--- config.mk ---
export PLATFORM = sky130hd
export DESIGN_NAME = ptgm_top
export DESIGN_NICKNAME = d
export VERILOG_FILES = /design/src/core/ptgm_top.v
export VERILOG_INCLUDE_DIRS = /design/src /design/src/core
export SDC_FILE = /design/constraint.sdc
export NUM_CORES = 2
export LEC_CHECK = 0
export BUFFER_PORTS_ARGS = -buffer_cell sky130_fd_sc_hd__buf_2
export CAP_MARGIN = 10
export CORE_ASPECT_RATIO = 1.1
export CORE_MARGIN = 1.5
export CORE_UTILIZATION = 55
export CTS_BUF_LIST = sky130_fd_sc_hd__clkbuf_4
export CTS_CLUSTER_SIZE = 25
export DETAILED_ROUTE_END_ITERATION = 16
export PLACE_DENSITY = 0.76
export SYNTH_ARGS = -nofsm -noshare
export SYNTH_HDL_FRONTEND = slang
export SYNTH_SLANG_ARGS = --single-unit
--- constraint.sdc ---
create_clock -name clock_in -period 47.8 [get_ports clock_in]
set_clock_uncertainty 0.1 [all_clocks]
set_input_delay 9.56 -clock clock_in [delete_from_list [all_inputs] [get_ports clock_in]]
set_output_delay 9.56 -clock clock_in [all_outputs]
set_load 0.05 [all_outputs]
--- src/core/ptgm_regs.vh ---
// Purpose: Constants for the packet traffic generator and monitor.
// Assumes: Included by core/ptgm_top.v only.
// Notes: Offsets are byte addresses on the plain register port.
`ifndef PTGM_REGS_VH
`define PTGM_REGS_VH
// ----------------------------------------
// Register offsets
// ----------------------------------------
`define PTGM_OFS_PKT_CNT 8'h00
`define PTGM_OFS_CTRL 8'h04
`define PTGM_OFS_STATUS 8'h08
`define PTGM_OFS_RX_CNT 8'h0C
`define PTGM_OFS_TX_CNT 8'h10
// ----------------------------------------
// Control bit positions
// ----------------------------------------
`define PTGM_CTRL_BURST 0
`define PTGM_CTRL_INBAND_FC 1
`define PTGM_CTRL_OUTOFBAND_FC 2
`define PTGM_CTRL_ERRINJ 3
// ----------------------------------------
// Status bit positions
// ----------------------------------------
`define PTGM_ST_TX_DONE 0
`define PTGM_ST_TX_FAIL 1
`define PTGM_ST_TX_BUSY 2
`define PTGM_ST_RX_BUSY 3
`define PTGM_ST_RX_DONE 4
`define PTGM_ST_RX_ERR 5
`define PTGM_ST_CFG_BAD 6
`define PTGM_ST_INBAND_FC_ERR 7
`define PTGM_ST_OUTOFBAND_FC_ERR 8
`define PTGM_ST_ERRINJ 9
`define PTGM_ST_LOCKED 10
`define PTGM_ST_ALIGNED 11
// ----------------------------------------
// Reset values and limits
// ----------------------------------------
`define PTGM_PKT_CNT_RST 16'h000A
`define PTGM_PKT_MIN 16'h0002
`define PTGM_PKT_MAX 16'hFFFE
`define PTGM_PKT_SEGS 3'h5
`define PTGM_CHAN_A 8'h00
`define PTGM_CHAN_B 8'h01
`endif

--- src/core/ptgm_top.v ---
// Purpose: Traffic generator and monitor on a segmented user bus, with bit swap stage.
// Assumes: Core bus and registers share clock_in; user pins are asynchronous.
// Notes: Loopback traffic is checked against the same pattern the generator sends.
//
// What this block does
// - Packet count even, from 2 to 65534.
// - Generator and monitor share one packet count.
// - Generator sends only after lock and alignment.
// - Monitor accepts only after lock and alignment.
// - Coordinate by lock, alignment and bus handshake.
// - Packet mode: channel counts 0 to 255, wraps.
// - Burst mode: channel alternates between two values.
// - Fixed length moves SOP/EOP over every segment.
// - Drive flow-control and error-injection controls.
// - Monitor flow-control and error-injection status.
// - Reverse bit order both data directions.
// - Low rate: one clock for core and bus.
// - Restart acts only when both sides idle.
// - Done once all packets are sent.
// - Fail on transmit FIFO overflow or underflow.
// - User controls and status pass three registers; lock and alignment outputs pass four.
//
// The register offsets and the address-and-strobe port were chosen for this implementation.
`include "ptgm_regs.vh"

// ----------------------------------------
// FIFO
// ----------------------------------------
module ptgm_fifo #(
	parameter W = 8,
	parameter D = 16,
	parameter AW = 4
) (
	// Clock and reset
	input wire clock_in,
	input wire rst_n_in,
	// Fill side
	input wire in_valid_in,
	output wire in_ready_out,
	input wire [W-1:0] in_data_in,
	// Drain side
	output wire out_valid_out,
	input wire out_ready_in,
	output wire [W-1:0] out_data_out
);
	reg [W-1:0] mem [0:D-1];
	reg [AW-1:0] wr_ptr_r;
	reg [AW-1:0] rd_ptr_r;
	reg [AW:0] count_r;
	wire do_wr;
	wire do_rd;
	assign in_ready_out = (count_r != D);
	assign out_valid_out = (count_r != 0);
	assign out_data_out = mem[rd_ptr_r];
	assign do_wr = in_valid_in & in_ready_out;
	assign do_rd = out_valid_out & out_ready_in;
	always @(posedge clock_in) begin
		if (do_wr) begin
			mem[wr_ptr_r] <= in_data_in;
		end
	end
	always @(posedge clock_in or negedge rst_n_in) begin
		if (!rst_n_in) begin
			wr_ptr_r <= {AW{1'b0}};
			rd_ptr_r <= {AW{1'b0}};
			count_r <= {(AW+1){1'b0}};
		end else begin
			if (do_wr) begin
				wr_ptr_r <= (wr_ptr_r == D - 1) ? {AW{1'b0}} : wr_ptr_r + 1'b1;
			end
			if (do_rd) begin
				rd_ptr_r <= (rd_ptr_r == D - 1) ? {AW{1'b0}} : rd_ptr_r + 1'b1;
			end
			count_r <= count_r + {{AW{1'b0}}, do_wr} - {{AW{1'b0}}, do_rd};
		end
	end
endmodule // ptgm_fifo

// ----------------------------------------
// Top
// ----------------------------------------
module ptgm_top #(
	parameter SEGS = 4,
	parameter LW = 64,
	parameter FIFO_D = 16,
	parameter FIFO_AW = 4
) (
	// Clock and reset
	input wire clock_in,
	input wire rst_n_in,
	// Register port
	input wire [7:0] reg_addr_in,
	input wire [31:0] reg_wdata_in,
	input wire reg_wr_in,
	input wire reg_rd_in,
	output reg [31:0] reg_rdata_out,
	// User pins
	input wire restart_in,
	input wire gt_locked_in,
	input wire rx_aligned_in,
	output reg tx_done_out,
	output reg tx_fail_out,
	output reg tx_busy_out,
	output reg rx_busy_out,
	output reg rx_done_out,
	output reg rx_err_out,
	output reg gt_locked_out,
	output reg rx_aligned_out,
	// Transmit user bus
	output reg [SEGS*32-1:0] tx_data_out,
	output reg [SEGS-1:0] tx_ena_out,
	output reg [SEGS-1:0] tx_sop_out,
	output reg [SEGS-1:0] tx_eop_out,
	output reg [SEGS*8-1:0] tx_chan_out,
	input wire tx_rdy_in,
	// Receive user bus
	input wire [SEGS*32-1:0] rx_data_in,
	input wire [SEGS-1:0] rx_ena_in,
	input wire [SEGS-1:0] rx_sop_in,
	input wire [SEGS-1:0] rx_eop_in,
	input wire [SEGS*8-1:0] rx_chan_in,
	// Flow control and error injection
	output reg inband_flow_ctrl_en_out,
	output reg outofband_flow_ctrl_en_out,
	output reg err_inj_out,
	input wire inband_flow_ctrl_err_in,
	input wire outofband_flow_ctrl_err_in,
	input wire err_inj_stat_in,
	// Swap stage
	input wire [LW-1:0] core_tx_ser_in,
	output reg [LW-1:0] ser_tx_out,
	input wire [LW-1:0] ser_rx_in,
	output reg [LW-1:0] core_rx_ser_out
);
	localparam SW = 32 + 8 + 3;
	localparam FW = SEGS * SW;
	localparam G_IDLE = 2'h0;
	localparam G_WAIT = 2'h1;
	localparam G_SEND = 2'h2;
	localparam G_DONE = 2'h3;

	function [LW-1:0] bit_rev;
		input [LW-1:0] v;
		integer i;
		begin
			for (i = 0; i < LW; i = i + 1) begin
				bit_rev[i] = v[LW-1-i];
			end
		end
	endfunction

	function [31:0] seg_pat;
		input [15:0] p;
		input [2:0] s;
		begin
			seg_pat = {p, ~p[12:0], s};
		end
	endfunction

	function [7:0] chan_of;
		input [15:0] p;
		input burst;
		begin
			if (burst) begin
				chan_of = p[0] ? `PTGM_CHAN_B : `PTGM_CHAN_A;
			end else begin
				chan_of = p[7:0];
			end
		end
	endfunction

	// ----------------------------------------
	// Input and status pipelines
	// ----------------------------------------
	reg [2:0] restart_p_r;
	reg [2:0] locked_p_r;
	reg [2:0] aligned_p_r;
	reg [5:0] st_p1_r;
	reg [5:0] st_p2_r;
	wire link_up;
	wire [5:0] st_now;
	assign link_up = locked_p_r[2] & aligned_p_r[2];

	// ----------------------------------------
	// Registers
	// ----------------------------------------
	reg [15:0] pkt_cnt_r;
	reg [3:0] ctrl_r;
	reg [1:0] gstate_r;
	reg [1:0] mstate_r;
	reg [15:0] gpkt_r;
	reg [2:0] gpos_r;
	reg [15:0] mpkt_r;
	reg [2:0] mpos_r;
	reg fail_r;
	reg merr_r;
	reg [2:0] fc_st_r;
	reg restart_d_r;
	wire cfg_ok;
	wire start;
	wire gen_busy;
	wire mon_busy;
	assign cfg_ok = ~pkt_cnt_r[0] && pkt_cnt_r >= `PTGM_PKT_MIN && pkt_cnt_r <= `PTGM_PKT_MAX;
	assign gen_busy = (gstate_r == G_WAIT) || (gstate_r == G_SEND);
	assign mon_busy = (mstate_r == G_WAIT) || (mstate_r == G_SEND);
	assign start = restart_p_r[2] & ~restart_d_r & ~gen_busy & ~mon_busy & cfg_ok;

	// ----------------------------------------
	// Generator beat builder
	// ----------------------------------------
	reg [FW-1:0] gbeat;
	reg [15:0] gp_nxt;
	reg [2:0] gs_nxt;
	integer k;
	always @* begin
		gbeat = {FW{1'b0}};
		gp_nxt = gpkt_r;
		gs_nxt = gpos_r;
		for (k = 0; k < SEGS; k = k + 1) begin
			if (gp_nxt < pkt_cnt_r) begin
				gbeat[k*SW +: SW] = {seg_pat(gp_nxt, gs_nxt), chan_of(gp_nxt, ctrl_r[`PTGM_CTRL_BURST]),
					1'b1, gs_nxt == 3'h0, gs_nxt == `PTGM_PKT_SEGS - 3'h1};
				if (gs_nxt == `PTGM_PKT_SEGS - 3'h1) begin
					gs_nxt = 3'h0;
					gp_nxt = gp_nxt + 16'h0001;
				end else begin
					gs_nxt = gs_nxt + 3'h1;
				end
			end
		end
	end

	wire f_in_ready;
	wire f_out_valid;
	wire [FW-1:0] f_out_data;
	wire gen_wr;
	wire tx_load;
	wire tx_full;
	assign gen_wr = (gstate_r == G_SEND) && (gpkt_r < pkt_cnt_r);
	assign tx_full = |tx_ena_out;
	assign tx_load = ~tx_full | tx_rdy_in;

	ptgm_fifo #(
		.W(FW),
		.D(FIFO_D),
		.AW(FIFO_AW)
	) u_fifo (
		.clock_in(clock_in),
		.rst_n_in(rst_n_in),
		.in_valid_in(gen_wr),
		.in_ready_out(f_in_ready),
		.in_data_in(gbeat),
		.out_valid_out(f_out_valid),
		.out_ready_in(tx_load),
		.out_data_out(f_out_data)
	);

	// ----------------------------------------
	// Monitor beat checker
	// ----------------------------------------
	reg [15:0] mp_nxt;
	reg [2:0] ms_nxt;
	reg mbad;
	integer j;
	always @* begin
		mp_nxt = mpkt_r;
		ms_nxt = mpos_r;
		mbad = 1'b0;
		for (j = 0; j < SEGS; j = j + 1) begin
			if (rx_ena_in[j]) begin
				if (mp_nxt >= pkt_cnt_r || rx_data_in[j*32 +: 32] != seg_pat(mp_nxt, ms_nxt) ||
					rx_chan_in[j*8 +: 8] != chan_of(mp_nxt, ctrl_r[`PTGM_CTRL_BURST]) ||
					rx_sop_in[j] != (ms_nxt == 3'h0) ||
					rx_eop_in[j] != (ms_nxt == `PTGM_PKT_SEGS - 3'h1)) begin
					mbad = 1'b1;
				end
				if (ms_nxt == `PTGM_PKT_SEGS - 3'h1) begin
					ms_nxt = 3'h0;
					mp_nxt = mp_nxt + 16'h0001;
				end else begin
					ms_nxt = ms_nxt + 3'h1;
				end
			end
		end
	end

	assign st_now = {merr_r, mstate_r == G_DONE, mon_busy, gen_busy, fail_r, gstate_r == G_DONE};

	// ----------------------------------------
	// Sequential logic
	// ----------------------------------------
	integer n;
	always @(posedge clock_in or negedge rst_n_in) begin
		if (!rst_n_in) begin
			restart_p_r <= 3'h0;
			locked_p_r <= 3'h0;
			aligned_p_r <= 3'h0;
			restart_d_r <= 1'b0;
			st_p1_r <= 6'h00;
			st_p2_r <= 6'h00;
			pkt_cnt_r <= `PTGM_PKT_CNT_RST;
			ctrl_r <= 4'h0;
			gstate_r <= G_IDLE;
			mstate_r <= G_IDLE;
			gpkt_r <= 16'h0000;
			gpos_r <= 3'h0;
			mpkt_r <= 16'h0000;
			mpos_r <= 3'h0;
			fail_r <= 1'b0;
			merr_r <= 1'b0;
			fc_st_r <= 3'h0;
			reg_rdata_out <= 32'h00000000;
			tx_done_out <= 1'b0;
			tx_fail_out <= 1'b0;
			tx_busy_out <= 1'b0;
			rx_busy_out <= 1'b0;
			rx_done_out <= 1'b0;
			rx_err_out <= 1'b0;
			gt_locked_out <= 1'b0;
			rx_aligned_out <= 1'b0;
			tx_data_out <= {(SEGS*32){1'b0}};
			tx_ena_out <= {SEGS{1'b0}};
			tx_sop_out <= {SEGS{1'b0}};
			tx_eop_out <= {SEGS{1'b0}};
			tx_chan_out <= {(SEGS*8){1'b0}};
			inband_flow_ctrl_en_out <= 1'b0;
			outofband_flow_ctrl_en_out <= 1'b0;
			err_inj_out <= 1'b0;
			ser_tx_out <= {LW{1'b0}};
			core_rx_ser_out <= {LW{1'b0}};
		end else begin
			restart_p_r <= {restart_p_r[1:0], restart_in};
			locked_p_r <= {locked_p_r[1:0], gt_locked_in};
			aligned_p_r <= {aligned_p_r[1:0], rx_aligned_in};
			restart_d_r <= restart_p_r[2];
			st_p1_r <= st_now;
			st_p2_r <= st_p1_r;
			{rx_err_out, rx_done_out, rx_busy_out, tx_busy_out, tx_fail_out, tx_done_out} <= st_p2_r;
			gt_locked_out <= locked_p_r[2];
			rx_aligned_out <= aligned_p_r[2];
			if (reg_wr_in) begin
				if (reg_addr_in == `PTGM_OFS_PKT_CNT) begin
					pkt_cnt_r <= reg_wdata_in[15:0];
				end else if (reg_addr_in == `PTGM_OFS_CTRL) begin
					ctrl_r <= reg_wdata_in[3:0];
				end
			end
			if (reg_rd_in) begin
				if (reg_addr_in == `PTGM_OFS_PKT_CNT) begin
					reg_rdata_out <= {16'h0000, pkt_cnt_r};
				end else if (reg_addr_in == `PTGM_OFS_CTRL) begin
					reg_rdata_out <= {28'h0000000, ctrl_r};
				end else if (reg_addr_in == `PTGM_OFS_STATUS) begin
					reg_rdata_out <= {20'h00000, aligned_p_r[2], locked_p_r[2], fc_st_r, ~cfg_ok, st_now};
				end else if (reg_addr_in == `PTGM_OFS_RX_CNT) begin
					reg_rdata_out <= {16'h0000, mpkt_r};
				end else if (reg_addr_in == `PTGM_OFS_TX_CNT) begin
					reg_rdata_out <= {16'h0000, gpkt_r};
				end else begin
					reg_rdata_out <= 32'h00000000;
				end
			end else begin
				reg_rdata_out <= 32'h00000000;
			end
			inband_flow_ctrl_en_out <= ctrl_r[`PTGM_CTRL_INBAND_FC] & gen_busy;
			outofband_flow_ctrl_en_out <= ctrl_r[`PTGM_CTRL_OUTOFBAND_FC] & gen_busy;
			err_inj_out <= ctrl_r[`PTGM_CTRL_ERRINJ] & (gstate_r == G_SEND);
			fc_st_r <= (start ? 3'h0 : fc_st_r) | {err_inj_stat_in, outofband_flow_ctrl_err_in,
				inband_flow_ctrl_err_in};
			ser_tx_out <= bit_rev(core_tx_ser_in);
			core_rx_ser_out <= bit_rev(ser_rx_in);
			if (tx_load) begin
				for (n = 0; n < SEGS; n = n + 1) begin
					tx_data_out[n*32 +: 32] <= f_out_data[n*SW+11 +: 32];
					tx_chan_out[n*8 +: 8] <= f_out_data[n*SW+3 +: 8];
					tx_ena_out[n] <= f_out_valid & f_out_data[n*SW+2];
					tx_sop_out[n] <= f_out_valid & f_out_data[n*SW+1];
					tx_eop_out[n] <= f_out_valid & f_out_data[n*SW];
				end
			end
			case (gstate_r)
				G_WAIT: begin
					if (link_up) begin
						gstate_r <= G_SEND;
					end
				end
				G_SEND: begin
					if (gen_wr && f_in_ready) begin
						gpkt_r <= gp_nxt;
						gpos_r <= gs_nxt;
					end
					// A full FIFO is normal back-pressure; it is an overflow only
					// when the output stage is empty and could have drained it.
					if (gen_wr && !f_in_ready && !tx_full) begin
						fail_r <= 1'b1;
					end else if (f_out_valid == 1'b0 && tx_load && gpos_r != 3'h0) begin
						fail_r <= 1'b1;
					end
					if (!gen_wr && !f_out_valid && !tx_full) begin
						gstate_r <= G_DONE;
					end
				end
				default: begin
					if (start) begin
						gstate_r <= G_WAIT;
						gpkt_r <= 16'h0000;
						gpos_r <= 3'h0;
						fail_r <= 1'b0;
					end
				end
			endcase
			case (mstate_r)
				G_WAIT: begin
					if (link_up) begin
						mstate_r <= G_SEND;
					end
				end
				G_SEND: begin
					mpkt_r <= mp_nxt;
					mpos_r <= ms_nxt;
					if (mbad) begin
						merr_r <= 1'b1;
					end
					if (mp_nxt >= pkt_cnt_r) begin
						mstate_r <= G_DONE;
					end
				end
				default: begin
					if (start) begin
						mstate_r <= G_WAIT;
						mpkt_r <= 16'h0000;
						mpos_r <= 3'h0;
						merr_r <= 1'b0;
					end
					if (mstate_r == G_DONE && |rx_ena_in) begin
						merr_r <= 1'b1;
					end
				end
			endcase
		end
	end
endmodule // ptgm_top

==> results.py <==
metrics = {
    "sta": {
        "rsz0062_at_grt": "false",
        "final-setup-viol-count": 0,
        "min_period_over_period_pct": 35.2,
        "worstMarginPinSlew_ns": 1.43,
        "hold_slack_ns": 0.221,
        "timing.slew.headroom_pct": 4.81,
        "tns_ns": 0,
        "max_freq_ghz": 0.0594,
        "final-max-slew-violation-count": 0,
        "timing.final.crit_period_ns": 16.84,
        "finalHoldViolations": 0,
        "setup_slack_ns": 30.96,
    },
    "setup_path": {
        "stage_delay_of_the_slowest_cell_on_the_critical_path_ns": 1.13,
        "worstPathMaxFanout": 11,
        "arrival_ns": 18.10,
        "timing.critical_path.buf_inv": 2,
        "critical_path.endpoint_type": "flip-flop",
        "worst_path_dominant_cell_family": "compound AO/OA/AOI/OAI gates",
        "criticalPathCategory": "in -> reg",
        "sort_of_element_at_the_start_of_the_critical_path": "input pin",
        "critPathSlowestCell": "a2111oi_1",
        "critical_path.cell_chain": "buf_2 > nor2b_1 > a21oi_1 > ha_1 > inv_1 > nor4_1 > o2111ai_1 > a2111oi_1 > o31ai_1 > nor2_1 > nand2_1 > nor4_1 > xnor2_1 > ha_1 > nor2b_1 > o21ai_0 > nand4_1 > nor3_1 > o2111ai_1 > nor4_1 > o2111ai_1 > o41ai_1 > a41oi_1",
        "critical_path_required_ns": 49.06,
    },
    "synth": {
        "mappedNetlistArea_um2": 126000,
        "yosys_most_used_dff": "edfxtp_1",
        "synth-edff-count": 2688,
        "fraction_of_registers_with_async_set_or_reset_after_synthesis_pct": 13.7,
        "post_synthesis_sequential_area_ratio_pct": 72.7,
        "synth_seq_cells": 3113,
        "synth-warning-count": 0,
        "syn_inst": 7112,
        "ys_types": 98,
        "synthesis.area_per_instance_um2": 17.7,
    },
    "pwr": {
        "seq_power_share_pct": 42.2,
        "combinationalPowerShare_pct": 31.2,
        "clockPowerShare_pct": 26.5,
        "power.share.switching_pct": 34.6,
        "leakage_nw": 50.4,
        "finalPower_mw": 7.85,
        "p_int_mw": 5.14,
        "net_switching_power_figure_mw": 2.71,
        "cell_area_power_density_nw_per_um2": 55.3,
        "power.ir.vdd_worst_mv": 0.0688,
    },
    "global_route": {
        "grt_pass1_vias": 75600,
        "grt_first_pass_wirelength_mm": 492,
        "grt-ovfl-total": 0,
        "global_route.usage.total_pct": 29.2,
        "pin_count_of_the_biggest_net_entering_global_routing": 157,
        "grt_antenna_before_repair": 30,
    },
    "clock_tree": {
        "cts-buffers-inserted": 731,
        "hold_buffers": 0,
        "cts.root.buffer_cell": "clkbuf_4",
        "cts_post_setup_buffers_inserted": 0,
        "cts-htree-levels": 6,
        "clock_sink_total": 3113,
        "clock_tree.buffer_depth": 4,
        "cts.repair.resized": 0,
        "clk_transition_reported_paths_ns": 0.08,
        "cts_tree": "built",
        "insertion_delay_ns": 1.53,
    },
    "flow_run": {
        "max-cap-violations": 0,
    },
    "route": {
        "num_vias": 74400,
        "postRouteAntennaNets": 0,
        "vias_per_cell": 6.28,
        "detail_route.iter0.violations": 7662,
        "route.detailed.wl_per_inst_um": 28.8,
        "route.detailed.drc": 0,
        "drt-total-wl_mm": 340,
        "drtPass1Iterations": 6,
    },
    "placement": {
        "globalplace.congestion": 0.975,
        "post_dp_cell_area_um2": 133000,
        "io_buffers": 661,
        "placedCellCount": 10500,
        "dp_worst_setup_slack_ns": 29.65,
        "detailed_placement_wirelength_estimate_mm": 199,
    },
    "die": {
        "fp.dieW_um": 459,
        "fp.dieArea_um2": 231000,
        "start_util_pct": 55.4,
        "chipHeight_um": 504,
        "coreArea_um2": 227000,
        "std_cell_rows": 183,
        "ioPinCount": 694,
    },
    "cells_and_area": {
        "areaGrowthSynthToFinish_pct": 13.0,
        "layout.cell_area.non_filler_um2": 142000,
        "post_route_cells_drive_above_1_share_pct": 29.0,
        "filler_cells": 15800,
        "finished_layout_cells": 11800,
        "final_util_pct": 62.6,
        "multi_input_area_um2": 32400,
        "final-seq-area_um2": 91400,
        "final_nets": 8841,
    },
    "status": {
        "status": "finished clean",
    },
    "worst_hold_path": {
        "holdCritPathClass": "reg -> reg",
    },
}
==> cell usage in the layout (no fill, tap or decap), types with 231 or more instances in the layout <==
cell,count
buf_2,660
clkbuf_4,1079
dfrtp_1,418
edfxtp_1,2688
mux2i_1,427
mux4_2,496
nand2_1,486
nor2_1,231
o21ai_0,306
o221ai_1,347
==> Yosys cell counts (6+ instances only) <==
library cell,count,area [um^2]
o211ai_1,10,75.1
xor2_1,28,245
o21ai_1,7,35.0
nor2_1,236,886
dfrtp_1,423,10600
a21o_1,51,383
and2_1,52,325
mux4_2,496,11200
a211oi_1,12,90.1
or3_1,8,50.1
ha_1,183,2290
o221ai_1,347,3040
o22ai_1,12,75.1
nand2_1,487,1830
nor3b_1,26,195
buf_2,9,45.0
nor4b_1,14,123
a22o_1,29,254
nor2b_1,29,181
o31ai_1,16,120
edfxtp_1,2688,80700
nand4_1,56,350
o2111ai_1,10,87.6
nor4_1,44,275
o21ai_0,306,1530
mux2_2,41,462
and3_1,17,106
o21a_1,10,75.1
buf_4,20,150
a31oi_1,14,87.6
clkbuf_1,262,983
or4_1,11,82.6
nand3b_1,9,67.6
xnor2_1,118,1030
nand3_1,53,265
a21oi_1,108,541
o32ai_1,6,52.6
mux2i_1,427,4270
nand2b_1,21,131
buf_1,89,334
inv_1,148,556
nor3_1,57,285
==> logic make-up (layout without fill, tap and decap cells) <==
logic type | count (synthesis) | after routing | synth area share, %
muxes | 964 | 964 | 12.7
buffers and inverters | 538 | 2270 | 1.69
adders and majority gates | 184 | 184 | 1.84
xor gates and xnor gates | 151 | 151 | 1.08
other | 1 | 33 | 0.00298
DFF | 3113 | 3113 | 72.7
and+or+nand+nor | 1165 | 1165 | 4.47
AOI/OAI and AO/OA | 996 | 996 | 5.56
==> worst reg2reg max path, delay by kind of cell (launching register included) <==
| family | cells | cell delay, ns |
|---|---|---|
| adders and majority gates | 4 | 1.30 |
| DFF | 1 | 0.42 |
| AOI/OAI and AO/OA | 16 | 4.31 |
| xor gates and xnor gates | 3 | 1.59 |
| and+or+nand+nor | 16 | 4.77 |
| buffers and inverters | 9 | 3.64 |
==> final cells by class <==
cell class                      instances  share of cell area, %
Sequential cell                      3113                   64.3
Multi-Input combinational cell       3476                   22.8
Clock buffer                         1079                   5.70
Timing Repair Buffer                  829                   3.35
Tap cell                             2960                   2.61
Clock inverter                        207                  0.745
Inverter                              155                  0.419
Antenna cell                           17                 0.0300
==> path summary, 6_finish.rpt <==
path	end	cells after the start	slack, ns	startpoint
worst max-delay path	merr_r	23	30.96	rx_ena_in[0]
worst min-delay path	tx_fail_out	0	0.22	st_p2_r[1]
worst max register to register	u_fifo.mem[12][135]	48	31.32	pkt_cnt_r[13]
worst min register to register	tx_fail_out	0	0.22	st_p2_r[1]
max in group asynchronous	tx_data_out[126]	4	36.79	rst_n_in
min in group asynchronous	tx_data_out[17]	1	7.96	rst_n_in
==> per-layer routing <==
metal / wire length (um) / share of wire (%) / track usage (%) / vias up
li1: - / - / - / 31400
met1: 122000 / 36 / 36.5 / 37700
met2: 167000 / 49 / 48.0 / 4521
met3: 36100 / 11 / 7.42 / 747
met4: 15300 / 4.5 / 13.9 / 24
met5: 162 / 0.048 / 0 / -
==> state kept, by name (all words and copies together) (netlist names), 4 cells and up <==
| register | cells |
|---|---|
| mpkt_r | 16 |
| tx_chan_out | 28 |
| reg_rdata_out | 16 |
| gpkt_r | 16 |
| u_fifo.wr_ptr_r | 4 |
| tx_data_out | 128 |
| pkt_cnt_r | 16 |
| tx_eop_out | 4 |
| st_p2_r | 6 |
| u_fifo.rd_ptr_r | 4 |
| u_fifo.count_r | 5 |
| core_rx_ser_out | 64 |
| tx_ena_out | 4 |
| ser_tx_out | 64 |
| st_p1_r | 6 |
| tx_sop_out | 4 |
| ctrl_r | 4 |
| u_fifo.mem | 2688 |
==> power groups by stage <==
stage	combinational, mW	sequential (mW)	clock (mW)
final	2.45	3.32	2.08
after global placement	2.40	3.36	0
after global routing	2.60	3.33	2.26
after detailed placement	2.45	3.37	0
after CTS	2.46	3.32	2.12
after floorplan	1.42	3.64	0
Note: power is estimated with default switching activity, not from simulation.
